<file path="src/verilog/bpmc_pkg.sv">
// Function
// Enable needs one pin high and VCC good.
// Per-mode lockout on battery, output and VCC.
// Serial interface enabled when either pin high.
// Both pins low: shutdown, registers reset, interface off.
// Pin high, bits clear: standby, registers kept.
// Shutdown and standby keep power path open.
// Boost enabled by pin AND bit.
// Select 01b charger, 10b health test, 00b neither.
// Boost only: boost below wake, standby above 106%.
// Boost plus function: function above 106%, boost below wake.
// Boost disabled: pure charger or health test.
// Several functions: monitor output, auto boost on drop.
// Spread spectrum dithers switching clock within 7 percent.
// Wake threshold comes from programmable register field.
// Charger also needs output below overvoltage limit.
// Between wake and standby thresholds hold mode.
// Comparator results synchronized before mode selection.
package bpmc_pkg;

	// Charger/health select field encodings.
	localparam logic [1:0] SEL_NONE    = 2'h0;
	localparam logic [1:0] SEL_CHARGER = 2'h1;
	localparam logic [1:0] SEL_HEALTH  = 2'h2;

	// Register reset values applied while both pins are low.
	localparam logic       BOOST_BIT_RST   = 1'h0;
	localparam logic [1:0] SELECT_RST      = 2'h0;
	localparam logic       SPREAD_RST      = 1'h0;
	localparam logic [3:0] WAKE_THRESH_RST = 4'h0;
	localparam int         WAKE_W          = 4;

	// Switching clock: 200 MHz system clock, 400 kHz nominal.
	localparam int SYS_CLK_KHZ  = 200000;
	localparam int SW_FREQ_KHZ  = 400;
	localparam int SW_PERIOD    = SYS_CLK_KHZ / SW_FREQ_KHZ;
	// Dither of 7 percent of the period, rounded down to stay inside the band.
	localparam int DITHER_PCT   = 7;
	localparam int DITHER_SPAN  = SW_PERIOD * DITHER_PCT / 100;
	localparam int CNT_W        = 10;
	localparam int LFSR_W       = 8;
	localparam logic [LFSR_W-1:0] LFSR_SEED = 8'ha5;
	localparam logic [LFSR_W-1:0] LFSR_TAPS = 8'hb8;

	// Number of comparator inputs passed through the synchroniser.
	localparam int SYNC_N = 7;

	// Operating modes, one-hot.
	typedef enum logic [4:0] {
		MODE_SHUTDOWN = 5'h01,
		MODE_STANDBY  = 5'h02,
		MODE_BOOST    = 5'h04,
		MODE_CHARGER  = 5'h08,
		MODE_HEALTH   = 5'h10
	} bpmc_mode_t;

endpackage

</file>
<file path="src/verilog/bpmc_dither.sv">
`timescale 1ns/100ps
// Switching clock generator with optional spread spectrum.
module bpmc_dither
(
	// Clock and reset.
	input  wire logic clk_sys,
	input  wire logic rst,
	// Control.
	input  wire logic run,
	input  wire logic spread_enable,
	// Switching tick, one cycle per switching period.
	output logic      sw_tick
);

	// Period counter and pseudo-random generator.
	logic [bpmc_pkg::CNT_W-1:0]  count_q;
	logic [bpmc_pkg::CNT_W-1:0]  limit_q;
	logic [bpmc_pkg::LFSR_W-1:0] lfsr_q;
	logic [bpmc_pkg::CNT_W-1:0]  offset;
	logic [bpmc_pkg::CNT_W-1:0]  next_limit;

	// Offset folded into the band 0..2*span so the period stays within plus or minus span.
	assign offset = bpmc_pkg::CNT_W'(lfsr_q % (2 * bpmc_pkg::DITHER_SPAN + 1));
	always_comb
	begin
		if (spread_enable)
			next_limit = bpmc_pkg::CNT_W'(bpmc_pkg::SW_PERIOD - bpmc_pkg::DITHER_SPAN - 1) + offset;
		else
			next_limit = bpmc_pkg::CNT_W'(bpmc_pkg::SW_PERIOD - 1);
	end

	// The LFSR advances once per period, so each period gets a fresh length.
	always_ff @(posedge clk_sys or posedge rst)
	begin
		if (rst)
		begin
			count_q <= '0;
			limit_q <= bpmc_pkg::CNT_W'(bpmc_pkg::SW_PERIOD - 1);
			lfsr_q  <= bpmc_pkg::LFSR_SEED;
			sw_tick <= 1'b0;
		end
		else if (!run)
		begin
			// Held quiet while no power stage switches.
			count_q <= '0;
			sw_tick <= 1'b0;
		end
		else if (count_q >= limit_q)
		begin
			count_q <= '0;
			sw_tick <= 1'b1;
			limit_q <= next_limit;
			lfsr_q  <= (lfsr_q >> 1) ^ (lfsr_q[0] ? bpmc_pkg::LFSR_TAPS : '0);
		end
		else
		begin
			count_q <= count_q + 1'b1;
			sw_tick <= 1'b0;
		end
	end

endmodule

</file>
<file path="src/verilog/bpmc_mode_ctrl.sv">
`timescale 1ns/100ps
// Mode control of a backup power converter.
module bpmc_mode_ctrl
(
	// Clock and reset.
	input  wire logic                        clk_sys,
	input  wire logic                        rst,
	// Enable pins from the microcontroller.
	input  wire logic                        boost_enable_pin,
	input  wire logic                        charge_enable_pin,
	// Register writes from the serial interface.
	input  wire logic                        reg_write,
	input  wire logic                        boost_enable_bit_wr,
	input  wire logic [1:0]                  charge_health_select_wr,
	input  wire logic                        spread_enable_wr,
	input  wire logic [bpmc_pkg::WAKE_W-1:0] boost_wake_threshold_wr,
	// Raw comparator results.
	input  wire logic                        vcc_good,
	input  wire logic                        battery_above_lockout,
	input  wire logic                        output_above_lockout,
	input  wire logic                        output_below_wake,
	input  wire logic                        output_above_standby,
	input  wire logic                        output_below_overvoltage,
	input  wire logic                        wake_match,
	// Register contents.
	output logic                             boost_enable_bit,
	output logic [1:0]                       charge_health_select,
	output logic                             spread_enable,
	output logic [bpmc_pkg::WAKE_W-1:0]      boost_wake_threshold,
	// Mode and power stage controls.
	output logic                             serial_enable,
	output logic                             device_enabled,
	output logic [4:0]                       mode,
	output logic                             power_path_closed,
	output logic                             boost_run,
	output logic                             charger_run,
	output logic                             health_run,
	output logic                             sw_tick
);

	// Synchroniser stages for all comparator inputs.
	logic [bpmc_pkg::SYNC_N-1:0] sync1_q;
	logic [bpmc_pkg::SYNC_N-1:0] sync2_q;
	logic [bpmc_pkg::SYNC_N-1:0] raw;

	// Synchronised comparator flags.
	logic vcc_ok;
	logic bat_ok;
	logic out_ok;
	logic below_wake;
	logic above_standby;
	logic below_ovp;

	// Derived enables.
	logic any_pin;
	logic boost_en;
	logic charger_en;
	logic health_en;
	logic func_en;

	// Mode register.
	bpmc_pkg::bpmc_mode_t mode_q;
	bpmc_pkg::bpmc_mode_t mode_d;

	assign raw = {wake_match, output_below_overvoltage, output_above_standby,
		output_below_wake, output_above_lockout, battery_above_lockout, vcc_good};

	// Two-flop synchroniser; only the second stage feeds the mode logic.
	// The comparators switch on analog edges with no relation to the clock,
	// so reading the first stage would risk a metastable value in the mode logic.
	// The cost is two cycles of extra latency before a rail change is seen,
	// which is far below the time the rail takes to move between thresholds.
	always_ff @(posedge clk_sys or posedge rst)
	begin
		if (rst)
		begin
			sync1_q <= '0;
			sync2_q <= '0;
		end
		else
		begin
			sync1_q <= raw;
			sync2_q <= sync1_q;
		end
	end

	assign vcc_ok        = sync2_q[0];
	assign bat_ok        = sync2_q[1];
	assign out_ok        = sync2_q[2];
	// Wake comparator outcome is qualified by the programmed threshold match.
	assign below_wake    = sync2_q[3] & sync2_q[6];
	assign above_standby = sync2_q[4];
	assign below_ovp     = sync2_q[5];

	// Pin-level enable; either pin wakes the device and its serial port.
	assign any_pin        = boost_enable_pin | charge_enable_pin;
	assign serial_enable  = any_pin;
	assign device_enabled = any_pin & vcc_ok;

	// Function enables follow the AND of pins and bits.
	assign boost_en   = boost_enable_pin & boost_enable_bit;
	assign charger_en = charge_enable_pin & (charge_health_select == bpmc_pkg::SEL_CHARGER) & below_ovp;
	assign health_en  = charge_enable_pin & (charge_health_select == bpmc_pkg::SEL_HEALTH);
	assign func_en    = charger_en | health_en;

	// Registers return to defaults while both pins are low; contents kept in standby.
	always_ff @(posedge clk_sys or posedge rst)
	begin
		if (rst)
		begin
			boost_enable_bit     <= bpmc_pkg::BOOST_BIT_RST;
			charge_health_select <= bpmc_pkg::SELECT_RST;
			spread_enable        <= bpmc_pkg::SPREAD_RST;
			boost_wake_threshold <= bpmc_pkg::WAKE_THRESH_RST;
		end
		else if (!any_pin)
		begin
			boost_enable_bit     <= bpmc_pkg::BOOST_BIT_RST;
			charge_health_select <= bpmc_pkg::SELECT_RST;
			spread_enable        <= bpmc_pkg::SPREAD_RST;
			boost_wake_threshold <= bpmc_pkg::WAKE_THRESH_RST;
		end
		else if (reg_write)
		begin
			// Writes only land while the serial interface is enabled.
			boost_enable_bit     <= boost_enable_bit_wr;
			charge_health_select <= charge_health_select_wr;
			spread_enable        <= spread_enable_wr;
			boost_wake_threshold <= boost_wake_threshold_wr;
		end
	end

	// Mode selection from pins, bits and synchronised comparisons.
	// Pins act directly, so shutdown follows a pin change on the next edge.
	// Rail comparisons act only through the synchroniser.
	// Boost wins over any other enabled function while the rail sags, since
	// the load must be held up before the battery is charged or tested.
	// Inside the hold band boost, standby and a still-enabled function are kept, which gives the hysteresis that
	// stops the converter from toggling around a single threshold.
	always_comb
	begin
		mode_d = mode_q;
		if (!device_enabled)
			mode_d = bpmc_pkg::MODE_SHUTDOWN;
		else if (!boost_en && !func_en)
			mode_d = bpmc_pkg::MODE_STANDBY;
		else if (!boost_en)
			mode_d = charger_en ? bpmc_pkg::MODE_CHARGER : bpmc_pkg::MODE_HEALTH;
		else if (below_wake)
			mode_d = bpmc_pkg::MODE_BOOST;
		else if (above_standby)
		begin
			if (charger_en)
				mode_d = bpmc_pkg::MODE_CHARGER;
			else if (health_en)
				mode_d = bpmc_pkg::MODE_HEALTH;
			else
				mode_d = bpmc_pkg::MODE_STANDBY;
		end
		else if (mode_q == bpmc_pkg::MODE_SHUTDOWN)
			mode_d = bpmc_pkg::MODE_STANDBY;
		else if (mode_q == bpmc_pkg::MODE_CHARGER && !charger_en)
			mode_d = bpmc_pkg::MODE_STANDBY;
		else if (mode_q == bpmc_pkg::MODE_HEALTH && !health_en)
			mode_d = bpmc_pkg::MODE_STANDBY;
		else
			mode_d = mode_q;
	end

	// Mode register.
	always_ff @(posedge clk_sys or posedge rst)
	begin
		if (rst)
			mode_q <= bpmc_pkg::MODE_SHUTDOWN;
		else
			mode_q <= mode_d;
	end

	assign mode = mode_q;

	// Power stage enables, gated by the per-mode lockout of battery, output and supply.
	// The battery and output lockouts gate the stage but do not change the mode, so a short
	// dip of either resumes the same function without a pass through standby; a VCC dip forces shutdown.
	// Standby and shutdown drive nothing, which keeps the battery disconnected.
	always_comb
	begin
		boost_run   = 1'b0;
		charger_run = 1'b0;
		health_run  = 1'b0;
		unique case (mode_q)
			bpmc_pkg::MODE_BOOST:   boost_run   = bat_ok & vcc_ok;
			bpmc_pkg::MODE_CHARGER: charger_run = out_ok & vcc_ok;
			bpmc_pkg::MODE_HEALTH:  health_run  = out_ok & vcc_ok;
			bpmc_pkg::MODE_STANDBY,
			bpmc_pkg::MODE_SHUTDOWN: ;
			default: ;
		endcase
	end

	// Battery stays disconnected unless a power function runs.
	assign power_path_closed = boost_run | charger_run | health_run;

	// Switching clock with optional dither.
	bpmc_dither u_dither
	(
		.clk_sys       (clk_sys),
		.rst           (rst),
		.run           (power_path_closed),
		.spread_enable (spread_enable),
		.sw_tick       (sw_tick)
	);

endmodule

</file>
<file path="config.mk">
export PLATFORM = sky130hd
export DESIGN_NAME = bpmc_mode_ctrl
export DESIGN_NICKNAME = d
export VERILOG_FILES = /design/src/verilog/bpmc_pkg.sv /design/src/verilog/bpmc_dither.sv /design/src/verilog/bpmc_mode_ctrl.sv
export SDC_FILE = /design/constraint.sdc
export NUM_CORES = 1
export LEC_CHECK = 0
export BUFFER_PORTS_ARGS = -buffer_cell sky130_fd_sc_hd__buf_2
export CORE_ASPECT_RATIO = 1.5
export CORE_MARGIN = 2
export CORE_UTILIZATION = 40
export DETAILED_ROUTE_END_ITERATION = 10
export SETUP_SLACK_MARGIN = 0.2
export SLEW_MARGIN = 30
export SYNTH_ARGS = -nofsm -noshare
export SYNTH_HDL_FRONTEND = slang
export SYNTH_SLANG_ARGS = --single-unit
</file>
<file path="constraint.sdc">
create_clock -name clk_sys -period 3.7 [get_ports clk_sys]
set_input_delay 0.555 -clock clk_sys [delete_from_list [all_inputs] [get_ports clk_sys]]
set_output_delay 0.555 -clock clk_sys [all_outputs]
set_load 0.05 [all_outputs]
</file>
* Yosys cells after proc, flatten, opt, wreduce, memory -nomap -nowiden *
Index checks and enable logic that the tools add are counted.

word-level totals
  word-level logic and storage cells = 72
  bits in writable memories = 0
  flip-flop bits (word level) = 56
  input bits = 20
  bits in read-only memories = 0
  memories kept = 0
  latch bits = 0

cells by class
  multiply operators = 0
  order comparisons = 1
  bitwise gates (word level) = 13
  shift-type cells = 0
  divide/modulo/power cells = 1
  reduce and logical (&&, ||, !) cells = 8
  equality and inequality tests = 8
  add/sub/neg operators = 2
  muxes and demuxes = 28

operator list
  operator                 number
  $mux W5                  11
  $mod A8 B7 Y32 const B   1
  $mux W10                 3
  $add A10 B1 Y10 const B  1
  $add A9 B10 Y10 const A  1
  $ge A10 B10 Y1           1
  $mux W1                  9
  $and A1 B1 Y1            8
  $mux W4                  2
  $mux W8                  1
  $ne A8 B4 Y1 const B     1
  $xor A7 B8 Y8            1
  $eq A5 B1 Y1 const B     1
  $eq A5 B3 Y1 const B     1
  $eq A5 B4 Y1 const B     1
  $eq A5 B5 Y1 const B     1
  $logic_not A1 Y1         4
  $mux W2                  2
  $or A1 B1 Y1             4
  $logic_and A1 B1 Y1      3
  $eq A2 B1 Y1 const B     1
  $eq A2 B2 Y1 const B     1
  $ne A2 B2 Y1 const B     1
  $reduce_and A2 Y1        1

* Longest topological paths before layout *
  word-level depth = 12
  mapped depth = 16

* Modules after synthesis *
A second synthesis with hierarchy kept.

unflattened totals
  cells, all modules = 325
  area total of the unflattened synthesis = 3219.3 um2

by module, submodules not included
  module          cells each  times used  area an instance (um2)
  bpmc_dither     236         1           2099.5
  bpmc_mode_ctrl  89          1           1119.8

* Least setup slack after synthesis *
Ideal clock, no wire load.

  path type = register -> register
  start = reg mode_q[1] (netlist: mode[1])
  end = reg u_dither.limit_q[5] (netlist name)
  slack = 0.203 ns
  setup time = 0.079 ns
  cell stages (with the launch flop) = 11
  data arrival time = 3.418 ns
  cell sequence = dfrtp_1 nor3_1 nand3_1 nor3_1 nor2_1 inv_1 and2_1 buf_6 clkbuf_1 o21ai_0 o21ai_0

between the ends
  longest elaborated chain between the ends = 5
  elaborated cells on any way between the ends = 9
  classes of those cells = 3 x eq/ne; 3 x mux; 2 x bitwise; 1 x reduce/logical

ends and longest elaborated chain
  what                                RTL line               text
  start, declared                     bpmc_mode_ctrl.sv:62   bpmc_pkg::bpmc_mode_t mode_q;
  start signal, assigned              bpmc_mode_ctrl.sv:174  mode_q <= bpmc_pkg::MODE_SHUTDOWN;
  start signal, assigned              bpmc_mode_ctrl.sv:176  mode_q <= mode_d;
  $eq A5 B4 Y1                        bpmc_mode_ctrl.sv:190  unique case (mode_q)
  $mux W1                             bpmc_mode_ctrl.sv:190
  via charger_run                     bpmc_mode_ctrl.sv:36   output logic charger_run,
  $or A1 B1 Y1 (2 in a row)           bpmc_mode_ctrl.sv:201  assign power_path_closed = boost_run | charger_run | health_run;
  via power_path_closed               bpmc_mode_ctrl.sv:34   output logic power_path_closed,
  $reduce_and A2 Y1 (no source line)  -
  end signal, assigned                bpmc_dither.sv:38      limit_q <= bpmc_pkg::CNT_W'(bpmc_pkg::SW_PERIOD - 1);
  end signal, assigned                bpmc_dither.sv:52      limit_q <= next_limit;
  end, declared                       bpmc_dither.sv:17      logic [bpmc_pkg::CNT_W-1:0] limit_q;

The timed path passes the listed nets, and every way through them passes these cells.
A chain may end at the register's enable or synchronous reset.

* Worst setup path after layout *
  start = reg u_dither.lfsr_q[5] (netlist name)
  end = reg u_dither.limit_q[8] (netlist name)

between the ends
  longest elaborated chain between the ends = 3

ends and longest elaborated chain
  what                    RTL line           text
  start, declared         bpmc_dither.sv:18  logic [bpmc_pkg::LFSR_W-1:0] lfsr_q;
  start signal, assigned  bpmc_dither.sv:39  lfsr_q <= bpmc_pkg::LFSR_SEED;
  start signal, assigned  bpmc_dither.sv:53  lfsr_q <= (lfsr_q >> 1) ^ (lfsr_q[0] ? bpmc_pkg::LFSR_TAPS : '0);
  $mod A8 B7 Y32          bpmc_dither.sv:23  assign offset = bpmc_pkg::CNT_W'(lfsr_q % (2 * bpmc_pkg::DITHER_SPAN + 1));
  $add A9 B10 Y10         bpmc_dither.sv:27  next_limit = bpmc_pkg::CNT_W'(bpmc_pkg::SW_PERIOD - bpmc_pkg::DITHER_SPAN - 1) + offset;
  $mux W10                bpmc_dither.sv:26  if (spread_enable)

No other way between the ends.

==> flow_summary.ini <==
[power_and_ir_drop]
vdd_ir_drop_max_mv = 0.238
p_int_mw = 1.10
p_seq_frac = 0.467
pwr-share-clk = 0.291
p_per_area_mw_per_mm2 = 436
p_sw_frac = 0.315
p_comb_frac = 0.242
p_leak_nw = 1.62
p_sw_uw = 506

[worst_setup_path]
ff2ff_setup_slack_ns = 0.40
rr_worst_depth = 14
crit_arrival_ns = 3.54
crit_path_start = u_dither.lfsr_q[5]
crit_type = register to register
worstReg2RegEnd = u_dither.limit_q[8]
r2r_start = u_dither.lfsr_q[5]
end_kind = register
required_ns = 3.94
start_kind = register
crit_fanout = 16

[global_route]
grt_busiest_layer = met2
grt_pass1_wl_um = 10700
antenna_found_initial = 0
gr-usage-met2 = 0.282
met1_usage = 0.166
use_met3 = 0.0301
grt_max_degree = 37
grt_pass1_vias = 2312
track_usage = 0.152
grt.overflow.total = 0

[clock_tree]
clock-sinks = 56
cts_max_level = 2
hold_buffers = 0
numCtsBuffers = 5
clk_latency_ns = 0.29
cts_tree = done
path_clk_slew_ns = 0.07
cts_buffer_depth = 2
root_buffer = clkbuf_16

[floorplanning]
die_x_um = 77.3
die_h_um = 114
start_util = 0.407
coreArea_mm2 = 0.00791
num_io_pins = 40
row_count = 40
die_area_mm2 = 0.00880

[cells_and_area]
mostFrequentLayoutCells = dfrtp_1, nor2_1, buf_2
diodes = 0
fillCellCount = 794
fin_nets = 395
layout_commonest_cell = dfrtp_1
drive_gt1_frac = 0.277
syn2layout_area_growth_pct = 14.4

[timing]
relSlewSlack = 0.468
max_freq_ghz = 0.303
finalHoldViolCount = 0
period_share = 0.892
rsz0062_at_grt = false
timing_worst_slew_pin_value_ns = 0.790
fin_setup_tns_ns = 0
period_needed_ns = 3.30
setup_slack_ns = 0.398
finalSetupViolCount = 0
slew_viol_final = 0
skew_ns = 0.00775

[logic_synthesis]
synth_edf_count = 0
synth_cell_types = 65
ys.warnings.count = 0
synthCells = 318
yosys_register_bits = 56
synthArstFlopShare = 1.00
ys_seq_area_frac = 0.440
avgSynthCellArea_um2 = 10.1
synth_ff_type = dfrtp_1
synth_fp_nets = 353
syn_area_mm2 = 0.00322

[detailed_routing]
vias = 2438
routed_wl_um = 6440
drt_iter0_drc = 80
first_pass_iters = 4
drcViolationCount = 0
via_per_inst = 5.23
antenna_left = 0
avgRoutedWirePerCell_um = 13.8

[placement]
place_congestion = 0.870
dp_hpwl_um = 4930
pre_cts_slack_ns = 0.120
portBuffers = 39

[run_status]
status = completed

[flow_run]
drv_cap = 0

[worst_hold_path]
min_to = sync2_q[0]
min_from = sync1_q[0]
hold_path.class = register to register
hold_depth = 0
==> worst max-delay path, stage by stage (launching register included) <==
cell and delay [ns]:
dfstp_4 0.73, and4bb_1 0.22, and2_4 0.18, nor2_1 0.20
xnor2_1 0.12, ha_2 0.21, a211oi_4 0.34, o21ai_4 0.13
nand2_1 0.13, nor3_2 0.06, xnor2_1 0.14, ha_1 0.24
a211oi_2 0.23, xor2_1 0.17, o22a_1 0.13
==> state kept, by name, indices dropped and copies added, names as in the netlist <==
name,count
u_dither.count_q,10
u_dither.sw_tick,1
charge_health_select,2
boost_wake_threshold,4
mode,5
spread_enable,1
sync2_q,7
u_dither.lfsr_q,8
u_dither.limit_q,10
sync1_q,7
boost_enable_bit,1
==> logic make-up after synthesis <==
logic type	Yosys count	synth area share
AOI/OAI and AO/OA	69	0.159
xor gates and xnor gates	24	0.0695
adders and majority gates	15	0.0583
buffers and inverters	30	0.0548
DFF	56	0.440
muxes	14	0.0454
and+or+nand+nor	110	0.174
==> timing repair <==
item	CTS	global route
endpoints found under the setup margin	1	1
endpoints found under the hold margin	0	0
setup buffers	0	3
resized for setup	3	7
pin swaps	0	2
==> worst max-delay path by stage <==
stage	end
2_1_floorplan	u_dither.limit_q[5]
6_report	u_dither.limit_q[8]
5_1_grt	u_dither.limit_q[8]
3_3_place_gp	u_dither.limit_q[8]
4_1_cts	u_dither.limit_q[8]
3_5_place_dp	u_dither.limit_q[8]
==> cell type report <==
class / instances / area (um^2) / share of cell area
Clock inverter: 3 / 23.8 / 0.00645
Tap cell: 105 / 131 / 0.0357
Multi-Input combinational cell: 232 / 1660 / 0.451
Timing Repair Buffer: 47 / 255 / 0.0693
Clock buffer: 5 / 125 / 0.0340
Inverter: 18 / 67.6 / 0.0183
Sequential cell: 56 / 1420 / 0.386
==> routing by layer <==
metal  routed length, um  vias to the layer above
met2                3400                       60
met5                   0                        -
met1                2620                     1158
met4                 199                        0
met3                 231                       14
li1                    -                     1206
==> Yosys cell counts (3+ instances only) <==
master / instances / share of area
dfrtp_1: 44 / 0.34
nor2_1: 42 / 0.049
nand2_1: 25 / 0.029
inv_1: 18 / 0.021
a21oi_1: 16 / 0.025
ha_1: 15 / 0.058
o21ai_0: 14 / 0.022
dfstp_2: 12 / 0.098
xnor2_1: 12 / 0.033
xor2_1: 11 / 0.030
mux2i_1: 9 / 0.028
nand3_1: 8 / 0.012
mux2_2: 5 / 0.017
nor3_1: 5 / 0.0078
o21a_1: 5 / 0.012
o22a_1: 5 / 0.014
buf_6: 4 / 0.014
and2_1: 3 / 0.0058
clkbuf_1: 3 / 0.0035
nand2b_1: 3 / 0.0058
==> power by group through the flow <==
stage | Sequential, mW | Combinational, mW | Clock [mW]
after CTS | 0.746 | 0.390 | 0.487
after global placement | 0.756 | 0.378 | 0
after floorplan | 0.760 | 0.301 | 0
final | 0.751 | 0.388 | 0.467
after global routing | 0.760 | 0.428 | 0.510
after detailed placement | 0.758 | 0.382 | 0
==> metrics by stage <==
stage / hold WS [ns] / cell area, um^2 / power (mW) / utilization / std cells
floorplan: 0.331 / 3220 / 1.06 / - / 318
global placement: 0.332 / 3480 / 1.13 / 0.440 / 455
detailed placement: 0.335 / 3480 / 1.14 / 0.440 / 455
CTS: 0.350 / 3640 / 1.62 / 0.460 / 463
global route: 0.347 / 3680 / 1.70 / 0.466 / 466
finish: 0.349 / 3680 / 1.61 / 0.466 / 466
(Power assumes the default switching activity.)
